File: src/ssip_regs.svh
// Timing constants and field values for the SSI position link
`ifndef SSIP_REGS_SVH
`define SSIP_REGS_SVH
`define SSIP_CLK_NS          25
`define SSIP_MONOFLOP_NS     40000
`define SSIP_MONOFLOP_CYC    (`SSIP_MONOFLOP_NS / `SSIP_CLK_NS)
`define SSIP_DEF_BITS        13
`define SSIP_HALF_PERIOD_CYC 4
`define SSIP_HOST_GAP_CYC    (`SSIP_MONOFLOP_CYC + 40)
`define SSIP_FIFO_DEPTH      32
`endif

File: src/ssip_pkg.sv
// Types shared by both ends of the SSI position link
package ssip_pkg;
  typedef enum logic [1:0] {
    SSIP_IDLE  = 2'b00,
    SSIP_SHIFT = 2'b01,
    SSIP_DONE  = 2'b10
  } ssip_dev_e;
  typedef enum logic [1:0] {
    SSIP_H_IDLE = 2'b00,
    SSIP_H_LOW  = 2'b01,
    SSIP_H_HIGH = 2'b10,
    SSIP_H_GAP  = 2'b11
  } ssip_host_e;
endpackage : ssip_pkg

File: src/ssip_if.sv
// Two-wire SSI link between controller and encoder
`timescale 1ns/10ps
interface ssip_if;
  logic ssi_clk;
  logic ssi_data;
  modport device (input ssi_clk, output ssi_data);
  modport host   (output ssi_clk, input ssi_data);
endinterface : ssip_if

File: src/ssip_fifo.sv
// Word FIFO with valid/ready on both sides
`timescale 1ns/10ps
module ssip_fifo #(
  parameter int WIDTH = 13,
  parameter int DEPTH = 32
) (
  input  wire logic             i_sys_clk,
  input  wire logic             i_resetn,
  input  wire logic [WIDTH-1:0] i_data,
  input  wire logic             i_valid,
  output logic                  o_ready,
  output logic [WIDTH-1:0]      o_data,
  output logic                  o_valid,
  input  wire logic             i_ready
);
  localparam int AW = $clog2(DEPTH);
  logic [WIDTH-1:0] mem [DEPTH];
  logic [AW-1:0]    wr_r;
  logic [AW-1:0]    rd_r;
  logic [AW:0]      cnt_r;
  wire              push = i_valid && o_ready;
  wire              pop  = o_valid && i_ready;
  // Count is one bit wider than the pointers, so a full FIFO is told apart from an empty one
  assign o_ready = (cnt_r < (AW+1)'(DEPTH));
  assign o_valid = (cnt_r != '0);
  assign o_data  = mem[rd_r];
  always_ff @(posedge i_sys_clk) begin
    if (push) mem[wr_r] <= i_data;
  end
  always_ff @(posedge i_sys_clk or negedge i_resetn) begin
    if (!i_resetn) begin
      wr_r  <= '0;
      rd_r  <= '0;
      cnt_r <= '0;
    end else begin
      if (push) wr_r <= wr_r + 1'b1;
      if (pop) rd_r <= rd_r + 1'b1;
      cnt_r <= cnt_r + (AW+1)'(push) - (AW+1)'(pop);
    end
  end
endmodule : ssip_fifo

File: src/ssip_host.sv
// Controller end of the SSI link: clock master and word receiver
`timescale 1ns/10ps
`include "ssip_regs.svh"
module ssip_host #(
  parameter int NBITS    = `SSIP_DEF_BITS,
  parameter int HALF_CYC = `SSIP_HALF_PERIOD_CYC,
  parameter int GAP_CYC  = `SSIP_HOST_GAP_CYC,
  parameter int DEPTH    = `SSIP_FIFO_DEPTH
) (
  input  wire logic             i_sys_clk,
  input  wire logic             i_resetn,
  input  wire logic             i_start,
  input  wire logic             i_ready,
  output logic [NBITS-1:0]      o_word,
  output logic                  o_valid,
  output logic                  o_busy,
  ssip_if.host                  link
);
  localparam int TW = $clog2(GAP_CYC + HALF_CYC + 1);
  localparam int BW = $clog2(NBITS + 2);
  ssip_pkg::ssip_host_e state_r;
  logic [TW-1:0]    tmr_r;
  logic [BW-1:0]    edges_r;
  logic [NBITS-1:0] rx_r;
  logic             clk_r;
  logic             push_r;
  logic [2:0]       dat_sync_r;
  logic             dat_q_r;
  logic             fifo_in_ready;
  logic [NBITS-1:0] fifo_word;
  logic             fifo_valid;
  wire tmr_zero = (tmr_r == '0);
  wire last     = (edges_r == BW'(NBITS + 1));
  // Data pin filtered: a change counts once stages two and three agree
  wire dat_now  = (dat_sync_r[1] == dat_sync_r[2]) ? dat_sync_r[2] : dat_q_r;
  always_ff @(posedge i_sys_clk or negedge i_resetn) begin
    if (!i_resetn) begin
      dat_sync_r <= 3'h7;
      dat_q_r    <= 1'b1;
    end else begin
      dat_sync_r <= {dat_sync_r[1:0], link.ssi_data};
      dat_q_r    <= dat_now;
    end
  end
  always_ff @(posedge i_sys_clk or negedge i_resetn) begin
    if (!i_resetn) begin
      state_r <= ssip_pkg::SSIP_H_IDLE;
      tmr_r   <= '0;
      edges_r <= '0;
      rx_r    <= '0;
      clk_r   <= 1'b1;
      push_r  <= 1'b0;
      o_busy  <= 1'b0;
    end else begin
      push_r <= 1'b0;
      if (!tmr_zero) tmr_r <= tmr_r - 1'b1;
      case (state_r)
        ssip_pkg::SSIP_H_IDLE: begin
          clk_r  <= 1'b1;
          o_busy <= 1'b0;
          // Stall new reads while the receive FIFO is full
          if (i_start && fifo_in_ready && tmr_zero) begin
            clk_r   <= 1'b0;
            edges_r <= '0;
            o_busy  <= 1'b1;
            tmr_r   <= TW'(HALF_CYC);
            state_r <= ssip_pkg::SSIP_H_LOW;
          end
        end
        ssip_pkg::SSIP_H_LOW: if (tmr_zero) begin
          clk_r   <= 1'b1;
          edges_r <= edges_r + 1'b1;
          tmr_r   <= TW'(HALF_CYC);
          state_r <= ssip_pkg::SSIP_H_HIGH;
        end
        ssip_pkg::SSIP_H_HIGH: if (tmr_zero) begin
          if (edges_r >= BW'(2)) rx_r <= {rx_r[NBITS-2:0], dat_now};
          if (last) begin
            push_r  <= 1'b1;
            tmr_r   <= TW'(GAP_CYC);
            state_r <= ssip_pkg::SSIP_H_GAP;
          end else begin
            clk_r   <= 1'b0;
            tmr_r   <= TW'(HALF_CYC);
            state_r <= ssip_pkg::SSIP_H_LOW;
          end
        end
        ssip_pkg::SSIP_H_GAP: if (tmr_zero) state_r <= ssip_pkg::SSIP_H_IDLE;
        default: state_r <= ssip_pkg::SSIP_H_IDLE;
      endcase
    end
  end
  ssip_fifo #(.WIDTH(NBITS), .DEPTH(DEPTH)) u_fifo (
    .i_sys_clk (i_sys_clk),
    .i_resetn  (i_resetn),
    .i_data    (rx_r),
    .i_valid   (push_r),
    .o_ready   (fifo_in_ready),
    .o_data    (fifo_word),
    .o_valid   (fifo_valid),
    .i_ready   (i_ready && !o_valid)
  );
  always_ff @(posedge i_sys_clk or negedge i_resetn) begin
    if (!i_resetn) begin
      o_word  <= '0;
      o_valid <= 1'b0;
    end else if (fifo_valid && !o_valid && i_ready) begin
      o_word  <= fifo_word;
      o_valid <= 1'b1;
    end else if (o_valid) begin
      o_valid <= 1'b0;
    end
  end
  assign link.ssi_clk = clk_r;
endmodule : ssip_host

File: src/flat_wrapper.sv
// flat-port wrapper written by rule: the top's interface ports become plain ports
module ssip_host_flat 
#(
  parameter int NBITS    = `SSIP_DEF_BITS,
  parameter int HALF_CYC = `SSIP_HALF_PERIOD_CYC,
  parameter int GAP_CYC  = `SSIP_HOST_GAP_CYC,
  parameter int DEPTH    = `SSIP_FIFO_DEPTH
)
  (i_sys_clk, i_resetn, i_start, i_ready, o_word, o_valid, o_busy, link_ssi_clk, link_ssi_data);
  ssip_if link_i ();
  input  wire logic i_sys_clk;
  input  wire logic i_resetn;
  input  wire logic i_start;
  input  wire logic i_ready;
  output logic [NBITS-1:0] o_word;
  output logic o_valid;
  output logic o_busy;
  output wire logic [$bits(link_i.ssi_clk)-1:0] link_ssi_clk;
  input wire logic [$bits(link_i.ssi_data)-1:0] link_ssi_data;
  assign link_ssi_clk = link_i.ssi_clk;
  assign link_i.ssi_data = link_ssi_data;
  ssip_host #(.NBITS(NBITS), .HALF_CYC(HALF_CYC), .GAP_CYC(GAP_CYC), .DEPTH(DEPTH)) u_core (.i_sys_clk(i_sys_clk), .i_resetn(i_resetn), .i_start(i_start), .i_ready(i_ready), .o_word(o_word), .o_valid(o_valid), .o_busy(o_busy), .link(link_i));
endmodule
File: config.mk
export PLATFORM = sky130hd
export DESIGN_NAME = ssip_host_flat
export DESIGN_NICKNAME = d
export VERILOG_FILES = /design/src/ssip_pkg.sv /design/src/ssip_if.sv /design/src/ssip_fifo.sv /design/src/ssip_host.sv /design/src/flat_wrapper.sv
export VERILOG_INCLUDE_DIRS = /design/src
export SDC_FILE = /design/constraint.sdc
export NUM_CORES = 1
export LEC_CHECK = 0
export ABC_AREA = 1
export BUFFER_PORTS_ARGS = -buffer_cell sky130_fd_sc_hd__clkbuf_2
export CORE_MARGIN = 8
export CORE_UTILIZATION = 30
export CTS_BUF_LIST = sky130_fd_sc_hd__clkbuf_16
export DETAILED_ROUTE_END_ITERATION = 8
export GPL_TIMING_DRIVEN = 0
export MAX_ROUTING_LAYER = met4
export PLACE_DENSITY = 0.48
export RECOVER_POWER = 50
export SLEW_MARGIN = 20
export SYNTH_ARGS = -nofsm -noshare
export SYNTH_HDL_FRONTEND = slang
export SYNTH_SLANG_ARGS = --single-unit
export TNS_END_PERCENT = 30
File: constraint.sdc
create_clock -name i_sys_clk -period 8.1 [get_ports i_sys_clk]
set_input_delay 1.215 -clock i_sys_clk [delete_from_list [all_inputs] [get_ports i_sys_clk]]
set_output_delay 1.215 -clock i_sys_clk [all_outputs]
set_load 0.01 [all_outputs]
==> flow_metrics.py, run 1 <==
metrics = {
    "run_status": {
        "status": "complete, but fails checks",
        "violations": "max-capacitance violations, max-slew violations",
    },
    "global_routing": {
        "grt_use_total_pct": 15.2,
        "grt_max_degree": 42,
        "grt.overflow.total": 0,
        "antenna_found_initial": 0,
        "grt_pass1_vias": 13900,
        "grt_pass1_wl_um": 87300,
    },
    "setup_path": {
        "required_ns": 8.35,
        "critPathMaxFanout": 41,
        "end_kind": "async pin",
        "reg2reg_to": "u_core.u_fifo.cnt_r[4]$_DFF_PN0_",
        "cpMostUsedCell": "clkbuf_1",
        "crit_buf_inv": 2,
        "reg2reg_slack_ns": 4.61,
        "worstPathCellList": "clkbuf_1 -> clkbuf_1",
        "start_kind": "input port",
        "critical_path.max_stage_delay_ns": 1.66,
        "crit_type": "in -> async",
        "r2r_cells": 13,
        "slowest_stage": "clkbuf_1",
        "cp_top_family": "buffers and inverters",
        "cp.arrival_ns": 4.18,
        "r2r-start": "u_core.u_fifo.cnt_r[5]$_DFF_PN0_",
    },
    "floorplanning": {
        "core_um2": 68700,
        "initial_utilization_pct": 30.4,
        "die_w_um": 280,
        "dieArea_um2": 78300,
        "ioPinCount": 21,
        "die_y_um": 280,
        "rows": 96,
    },
    "sta": {
        "rsz0062_at_grt": "no",
        "max_freq_mhz": 254,
        "period_share_pct": 48.5,
        "skew_ns": 0.0182,
        "hold_viol": 0,
        "final.setup.tns_ns": 0,
        "slew_violations": 126,
        "max-slew-margin-rel_pct": -47.6,
        "worst_slew_pin_slew_ns": 2.21,
        "setup_violations": 0,
        "fin_crit_ns": 3.93,
    },
    "placed_design": {
        "dp_hpwl_um": 40200,
        "gp_congestion": 0.887,
        "portBuffers": 20,
        "placed_cells": 3000,
    },
    "job": {
        "drv_cap": 4,
    },
    "route": {
        "wl_um": 57600,
        "drtIter0Drc": 1096,
        "ant_nets": 0,
        "first_pass_iters": 7,
        "wl_per_cell_um": 18.6,
        "vias_per_cell": 4.49,
        "vias": 13900,
        "drc": 0,
    },
    "layout": {
        "final_layout_size_suffix_gt1_share_pct": 8.94,
        "multiInputGateArea_um2": 5450,
        "nFillCells": 6978,
        "regArea_um2": 14200,
        "antenna_cells": 0,
        "syn_to_final_growth_pct": 15.4,
        "nets": 2153,
        "final_cell_count_no_fill": 3100,
    },
    "synthesis": {
        "syn_nets": 2066,
        "syn_inst": 2038,
        "yosysUniqueCellTypes": 32,
        "syn_area_um2": 20900,
        "synth_edf_count": 416,
        "async_reset_ff_share_pct": 13.9,
        "synth_seq_cells": 483,
        "synth.avg_cell_area_um2": 10.2,
        "yosysSeqAreaShare_pct": 67.9,
        "ys.flop_type": "edfxtp_1",
        "yosysWarnings": 0,
    },
    "pwr": {
        "max-vdd-ir-drop_uv": 157,
        "intPower_w": 0.00493,
        "power_frac_comb_pct": 30.5,
        "powerDensity_nw_per_um2": 319,
        "power_frac_clock_pct": 33.1,
        "seq_power_share_pct": 36.4,
        "sw_frac_of_total_pct": 35.9,
        "p_sw_w": 0.00276,
        "cellLeakagePower_nw": 9.70,
    },
    "clocking": {
        "root_buffer": "clkbuf_16",
        "holdBufCountCts": 0,
        "clkTransAtPathRegs_ns": 0.06,
        "post_cts_buffers": 0,
        "htreeDepth": 2,
        "cts_max_path_buffers": 3,
        "cts_tree": "done",
        "cts.sinks": 483,
        "clkLatencyLatePin_ns": 0.61,
        "cts_buffers": 53,
        "post_cts_resized": 0,
    },
    "hold_path": {
        "whs_path_depth": 0,
        "hold_path_class": "reg -> reg",
        "hold_start": "u_core.dat_sync_r[0]$_DFF_PN1_",
        "min_to": "u_core.dat_sync_r[1]$_DFF_PN1_",
    },
}
## placed cells by master, fill, tap and decap left out, types with 5 or more instances in the layout
master / Yosys / final
dfrtp_1: 62 / 62
nor2_2: 2 / 33
nand3_1: 200 / 200
clkbuf_1: 30 / 42
nand2_1: 646 / 646
clkbuf_16: 0 / 55
clkinv_2: 0 / 8
bufinv_16: 0 / 10
clkinv_1: 4 / 23
inv_1: 236 / 240
edfxtp_1: 416 / 416
clkbuf_2: 0 / 19
buf_2: 50 / 50
ha_1: 22 / 22
a21oi_1: 35 / 35
nor2_1: 198 / 167
xnor2_1: 5 / 5
xor2_1: 13 / 13
o21ai_0: 78 / 78
o21ai_1: 5 / 5
## per-stage QoR
stage	hold slack, ns	instance area (µm²)	setup slack (ns)	util (%)	power [W]
6_report	0.360	24100	4.17	35.1	0.00768
5_1_grt	0.363	24100	3.37	35.1	0.00811
4_1_cts	0.356	24300	4.53	35.3	0.00775
3_5_place_dp	0.347	22500	3.89	32.7	0.00519
3_3_place_gp	0.347	22100	3.90	32.2	0.00518
2_1_floorplan	0.345	20900	4.84	-	0.00428
## state kept, by name (all words and copies together) (netlist names)
register	cells
u_core.push_r	1
u_core.o_word	13
u_core.o_valid	1
u_core.u_fifo.wr_r	5
u_core.dat_sync_r	3
u_core.u_fifo.rd_r	5
u_core.u_fifo.mem	416
u_core.edges_r	4
u_core.dat_q_r	1
u_core.rx_r	13
u_core.o_busy	1
u_core.link.ssi_clk	1
u_core.tmr_r	11
u_core.u_fifo.cnt_r	6
u_core.state_r	2
## area by class of cell
cell class	count	share of cell area, %
Clock inverter	44	1.87
Inverter	243	3.79
Timing Repair Buffer	32	0.613
Sequential cell	483	58.8
Multi-Input combinational cell	1224	22.6
Buffer	88	1.71
Clock buffer	55	5.71
Tap cell	931	4.84
## power by group through the flow
| stage | clock network (W) | registers [W] | logic, W |
|---|---|---|---|
| after global routing | 0.00271 | 0.00280 | 0.00260 |
| final | 0.00254 | 0.00280 | 0.00234 |
| after CTS | 0.00261 | 0.00279 | 0.00235 |
| after global placement | 0 | 0.00284 | 0.00233 |
| after detailed placement | 0 | 0.00284 | 0.00234 |
| after floorplan | 0 | 0.00284 | 0.00145 |
## layer usage
layer | share of wire (%) | GRT usage, % | vias up
met5 | 0 | - | -
met4 | 2.9 | 4.48 | 0
met3 | 4.9 | 2.54 | 88
met2 | 46 | 23.9 | 302
met1 | 46 | 20.0 | 6727
li1 | - | - | 6816
## kinds of logic (layout without fill, tap and decap cells)
| kind of cell | count (synthesis) | after routing | synth area share, % |
|---|---|---|---|
| AND/OR/NAND/NOR | 1057 | 1057 | 20.3 |
| flip-flops | 483 | 483 | 67.9 |
| buffers and inverters | 331 | 462 | 6.34 |
| AO/OA/AOI/OAI | 125 | 125 | 3.18 |
| adder cells (fa/ha/maj) | 23 | 23 | 1.41 |
| XOR/XNOR | 18 | 18 | 0.755 |
| multiplexers | 1 | 1 | 0.0480 |
## synthesized netlist by cell type (all sizes together), types with 2 or more instances
cell,instances,area [µm²]
edfxtp,416,12500
xnor2,5,43.8
a21oi,35,175
o21ai,83,415
a21boi,2,15.0
inv,239,897
o21a,2,15.0
dfrtp,62,1550
nand2,646,2420
clkbuf,30,113
dfstp,5,131
buf,58,299
nand3,200,1000
ha,22,275
nand4,4,25.0
nor2,200,756
or2,2,12.5
xor2,13,114
clkinv,4,15.0
nor3,4,20.0
## worst max path at each step
| stage | from | endpoint | slack, ns | cells after the start |
|---|---|---|---|---|
| final | i_resetn | u_core.edges_r[2]$_DFFE_PN0P_ | 4.17 | 2 |
| after global routing | i_resetn | u_core.tmr_r[9]$_DFF_PN0_ | 3.37 | 2 |
| after CTS | i_ready | u_core.u_fifo.cnt_r[4]$_DFF_PN0_ | 4.53 | 13 |
| after detailed placement | i_ready | u_core.u_fifo.cnt_r[4]$_DFF_PN0_ | 3.89 | 13 |
| after global placement | i_ready | u_core.u_fifo.cnt_r[4]$_DFF_PN0_ | 3.90 | 13 |
| after floorplan | i_ready | u_core.u_fifo.cnt_r[4]$_DFF_PN0_ | 4.84 | 12 |
(Power assumes the default switching activity.)
==> run 2: changes to the inputs <==
PLACE_DENSITY = 0.49   (was 0.48)
clock period = 3.4 ns   (was 8.1 ns; I/O delays follow)
==> run 2 against run 1 <==
  * The run still ends with max-capacitance violations, max-slew violations left
  * Clock power is 110% higher
  * Via count is 0.42% higher
  * Non-clock buffer count is 1 lower
  * Cell count hardly changed
  * Global-route usage is 0.37 points lower
  * Sequential share of layout area is 0.41 points higher
  * Utilization is 0.24 points lower
  * Wire length is 1.4% lower
  * Sequential power is 140% higher
  * Hold slack better by 0.0019 ns
  * Register-to-register slack worse by 4.3 ns
  * First-iteration DRC count is 3.5% lower
  * Highest routed layer unchanged
==> flow_metrics.py, run 2 (same netlist as run 1, synthesis figures left out) <==
metrics = {
    "pwr": {
        "powerDensity_nw_per_um2": 738,
        "p_sw_w": 0.00650,
        "max-vdd-ir-drop_uv": 382,
        "seq_power_share_pct": 37.7,
        "sw_frac_of_total_pct": 36.8,
        "power_frac_comb_pct": 31.6,
        "power_frac_clock_pct": 30.7,
        "intPower_w": 0.0112,
        "cellLeakagePower_nw": 9.65,
    },
    "setup_path": {
        "cp.arrival_ns": 3.55,
        "crit_type": "reg -> reg",
        "crit_buf_inv": 4,
        "start_kind": "register",
        "slowest_stage": "clkinv_2",
        "worstPathCellList": "inv_1 -> ha_1 -> nand3_1 -> nand2_1 -> clkinv_2 -> ha_1 -> inv_1 -> ha_1 -> inv_1 -> fa_1 -> o21a_1 -> xnor2_1",
        "critPathMaxFanout": 17,
        "required_ns": 3.88,
        "end_kind": "register",
        "cp_top_family": "adder cells",
        "critical_path.max_stage_delay_ns": 0.44,
    },
    "sta": {
        "period_share_pct": 90.3,
        "hold_ws_ns": 0.361,
        "max-slew-margin-rel_pct": -29.2,
        "skew_ns": 0.0217,
        "rsz0062_at_grt": "no",
        "fin_crit_ns": 3.07,
        "max_freq_mhz": 326,
        "hold_viol": 0,
        "slew_violations": 24,
        "worst_slew_pin_slew_ns": 1.94,
        "setup_violations": 0,
        "final.setup.tns_ns": 0,
    },
    "layout": {
        "design_area_um2": 23900,
        "antenna_cells": 0,
        "nets": 2152,
        "syn_to_final_growth_pct": 14.6,
        "reg_top3": "u_core.u_fifo.mem (416), u_core.o_word (13), u_core.rx_r (13)",
        "largest-register": "u_core.u_fifo.mem",
        "largest_reg_flops": 416,
        "final_layout_size_suffix_gt1_share_pct": 8.72,
        "mostFrequentLayoutCell": "nand2_1",
        "final_cell_mix": "nand2_1 (646), edfxtp_1 (416), inv_1 (246)",
    },
    "global_routing": {
        "grt_use_total_pct": 14.8,
        "grt_pass1_wl_um": 85900,
        "grt.overflow.total": 0,
        "grt_max_degree": 45,
        "antenna_found_initial": 0,
        "grt_pass1_vias": 13800,
    },
    "floorplanning": {
        "rows": 96,
        "core_um2": 68700,
        "ioPinCount": 21,
        "die_y_um": 280,
        "dieArea_um2": 78300,
        "die_w_um": 280,
        "initial_utilization_pct": 30.4,
    },
    "clocking": {
        "cts_tree": "done",
        "cts_buffers": 53,
        "clkLatencyLatePin_ns": 0.60,
        "clkTransAtPathRegs_ns": 0.06,
        "cts.sinks": 483,
        "post_cts_buffers": 0,
        "cts_max_path_buffers": 3,
        "htreeDepth": 2,
        "root_buffer": "clkbuf_16",
    },
    "placed_design": {
        "gp_congestion": 0.929,
        "portBuffers": 20,
        "dp_hpwl_um": 40100,
        "place_area_um2": 22500,
    },
    "route": {
        "route.met2.wl_um": 26300,
        "vias_per_cell": 4.52,
        "drtIter0Drc": 1058,
        "wl_per_cell_um": 18.3,
        "wl_um": 56800,
        "topRoutingLayerUsed": "met4",
        "wirelength_met1_um": 26100,
        "drc": 0,
        "first_pass_iters": 5,
        "vias": 14000,
        "ant_nets": 0,
        "wl_met3_um": 2790,
    },
    "run_status": {
        "violations": "max-capacitance violations, max-slew violations",
        "status": "complete, but fails checks",
    },
    "hold_path": {
        "hold_path_class": "reg -> reg",
    },
    "job": {
        "drv_cap": 1,
    },
}
==> run 2: cell count changes in the layout (fill, tap and decap cells not counted), moves of 2 or more <==
cell / change
bufinv_16: -7
clkbuf_1: -3
clkinv_1: -3
clkinv_2: +3
dlygate4sd3_1: +2
inv_1: +6
==> run 2: per-layer routing <==
metal / track usage (%) / up-vias
met5: - / -
met4: 4.67 / 0
met3: 2.40 / 84
met2: 23.5 / 313
met1: 19.4 / 6758
li1: - / 6836
==> run 2: metrics by stage <==
stage | power, W | utilization [%] | std cells | setup WS, ns
2_1_floorplan | 0.0102 | - | 2038 | 0.800
3_3_place_gp | 0.0123 | 32.2 | 2989 | -0.0281
3_5_place_dp | 0.0123 | 32.7 | 2999 | -0.0461
4_1_cts | 0.0178 | 35.1 | 3098 | 0.310
5_1_grt | 0.0187 | 34.8 | 3098 | 0.187
6_report | 0.0177 | 34.8 | 3098 | 0.329
==> run 2: power groups by stage <==
stage                     Clock, W  Combinational (W)  Sequential [W]
final                      0.00543            0.00558         0.00665
after global routing       0.00579            0.00621         0.00667
after CTS                  0.00555            0.00560         0.00665
after detailed placement         0            0.00558         0.00677
after global placement           0            0.00554         0.00677
after floorplan                  0            0.00344         0.00676
==> run 2: cell type report <==
cell class              count  area (µm²)
plain buffers              87         408
repair buffers             32         180
fillers                  7005       44800
flip-flops and latches    483       14200
well taps                 931        1160
inverters                 243         913
clock inverters            44         283
multi-input cells        1224        5450
clock buffers              54        1350
==> run 2: what timing repair did <==
| item | in CTS | in global routing |
|---|---|---|
| setup endpoints to repair | 1 | 0 |
| endpoints found under the hold margin | 24 | 0 |
| hold buffers | 2 | 0 |
| resized for setup | 1 | 0 |
==> run 2: path summary, 6_finish.rpt <==
check	start	to	slack, ns	cells after the start
setup / recovery	u_core.u_fifo.cnt_r[2]$_DFF_PN0_	u_core.u_fifo.cnt_r[4]$_DFF_PN0_	0.33	12
hold reg to reg	u_core.dat_sync_r[0]$_DFF_PN1_	u_core.dat_sync_r[1]$_DFF_PN1_	0.36	0
max in group asynchronous	i_resetn	u_core.o_word[0]$_DFFE_PN0P_	1.28	2
min in group asynchronous	i_resetn	u_core.o_word[3]$_DFFE_PN0P_	1.00	2
hold / removal	u_core.dat_sync_r[0]$_DFF_PN1_	u_core.dat_sync_r[1]$_DFF_PN1_	0.36	0
setup reg to reg	u_core.u_fifo.cnt_r[2]$_DFF_PN0_	u_core.u_fifo.cnt_r[4]$_DFF_PN0_	0.33	12
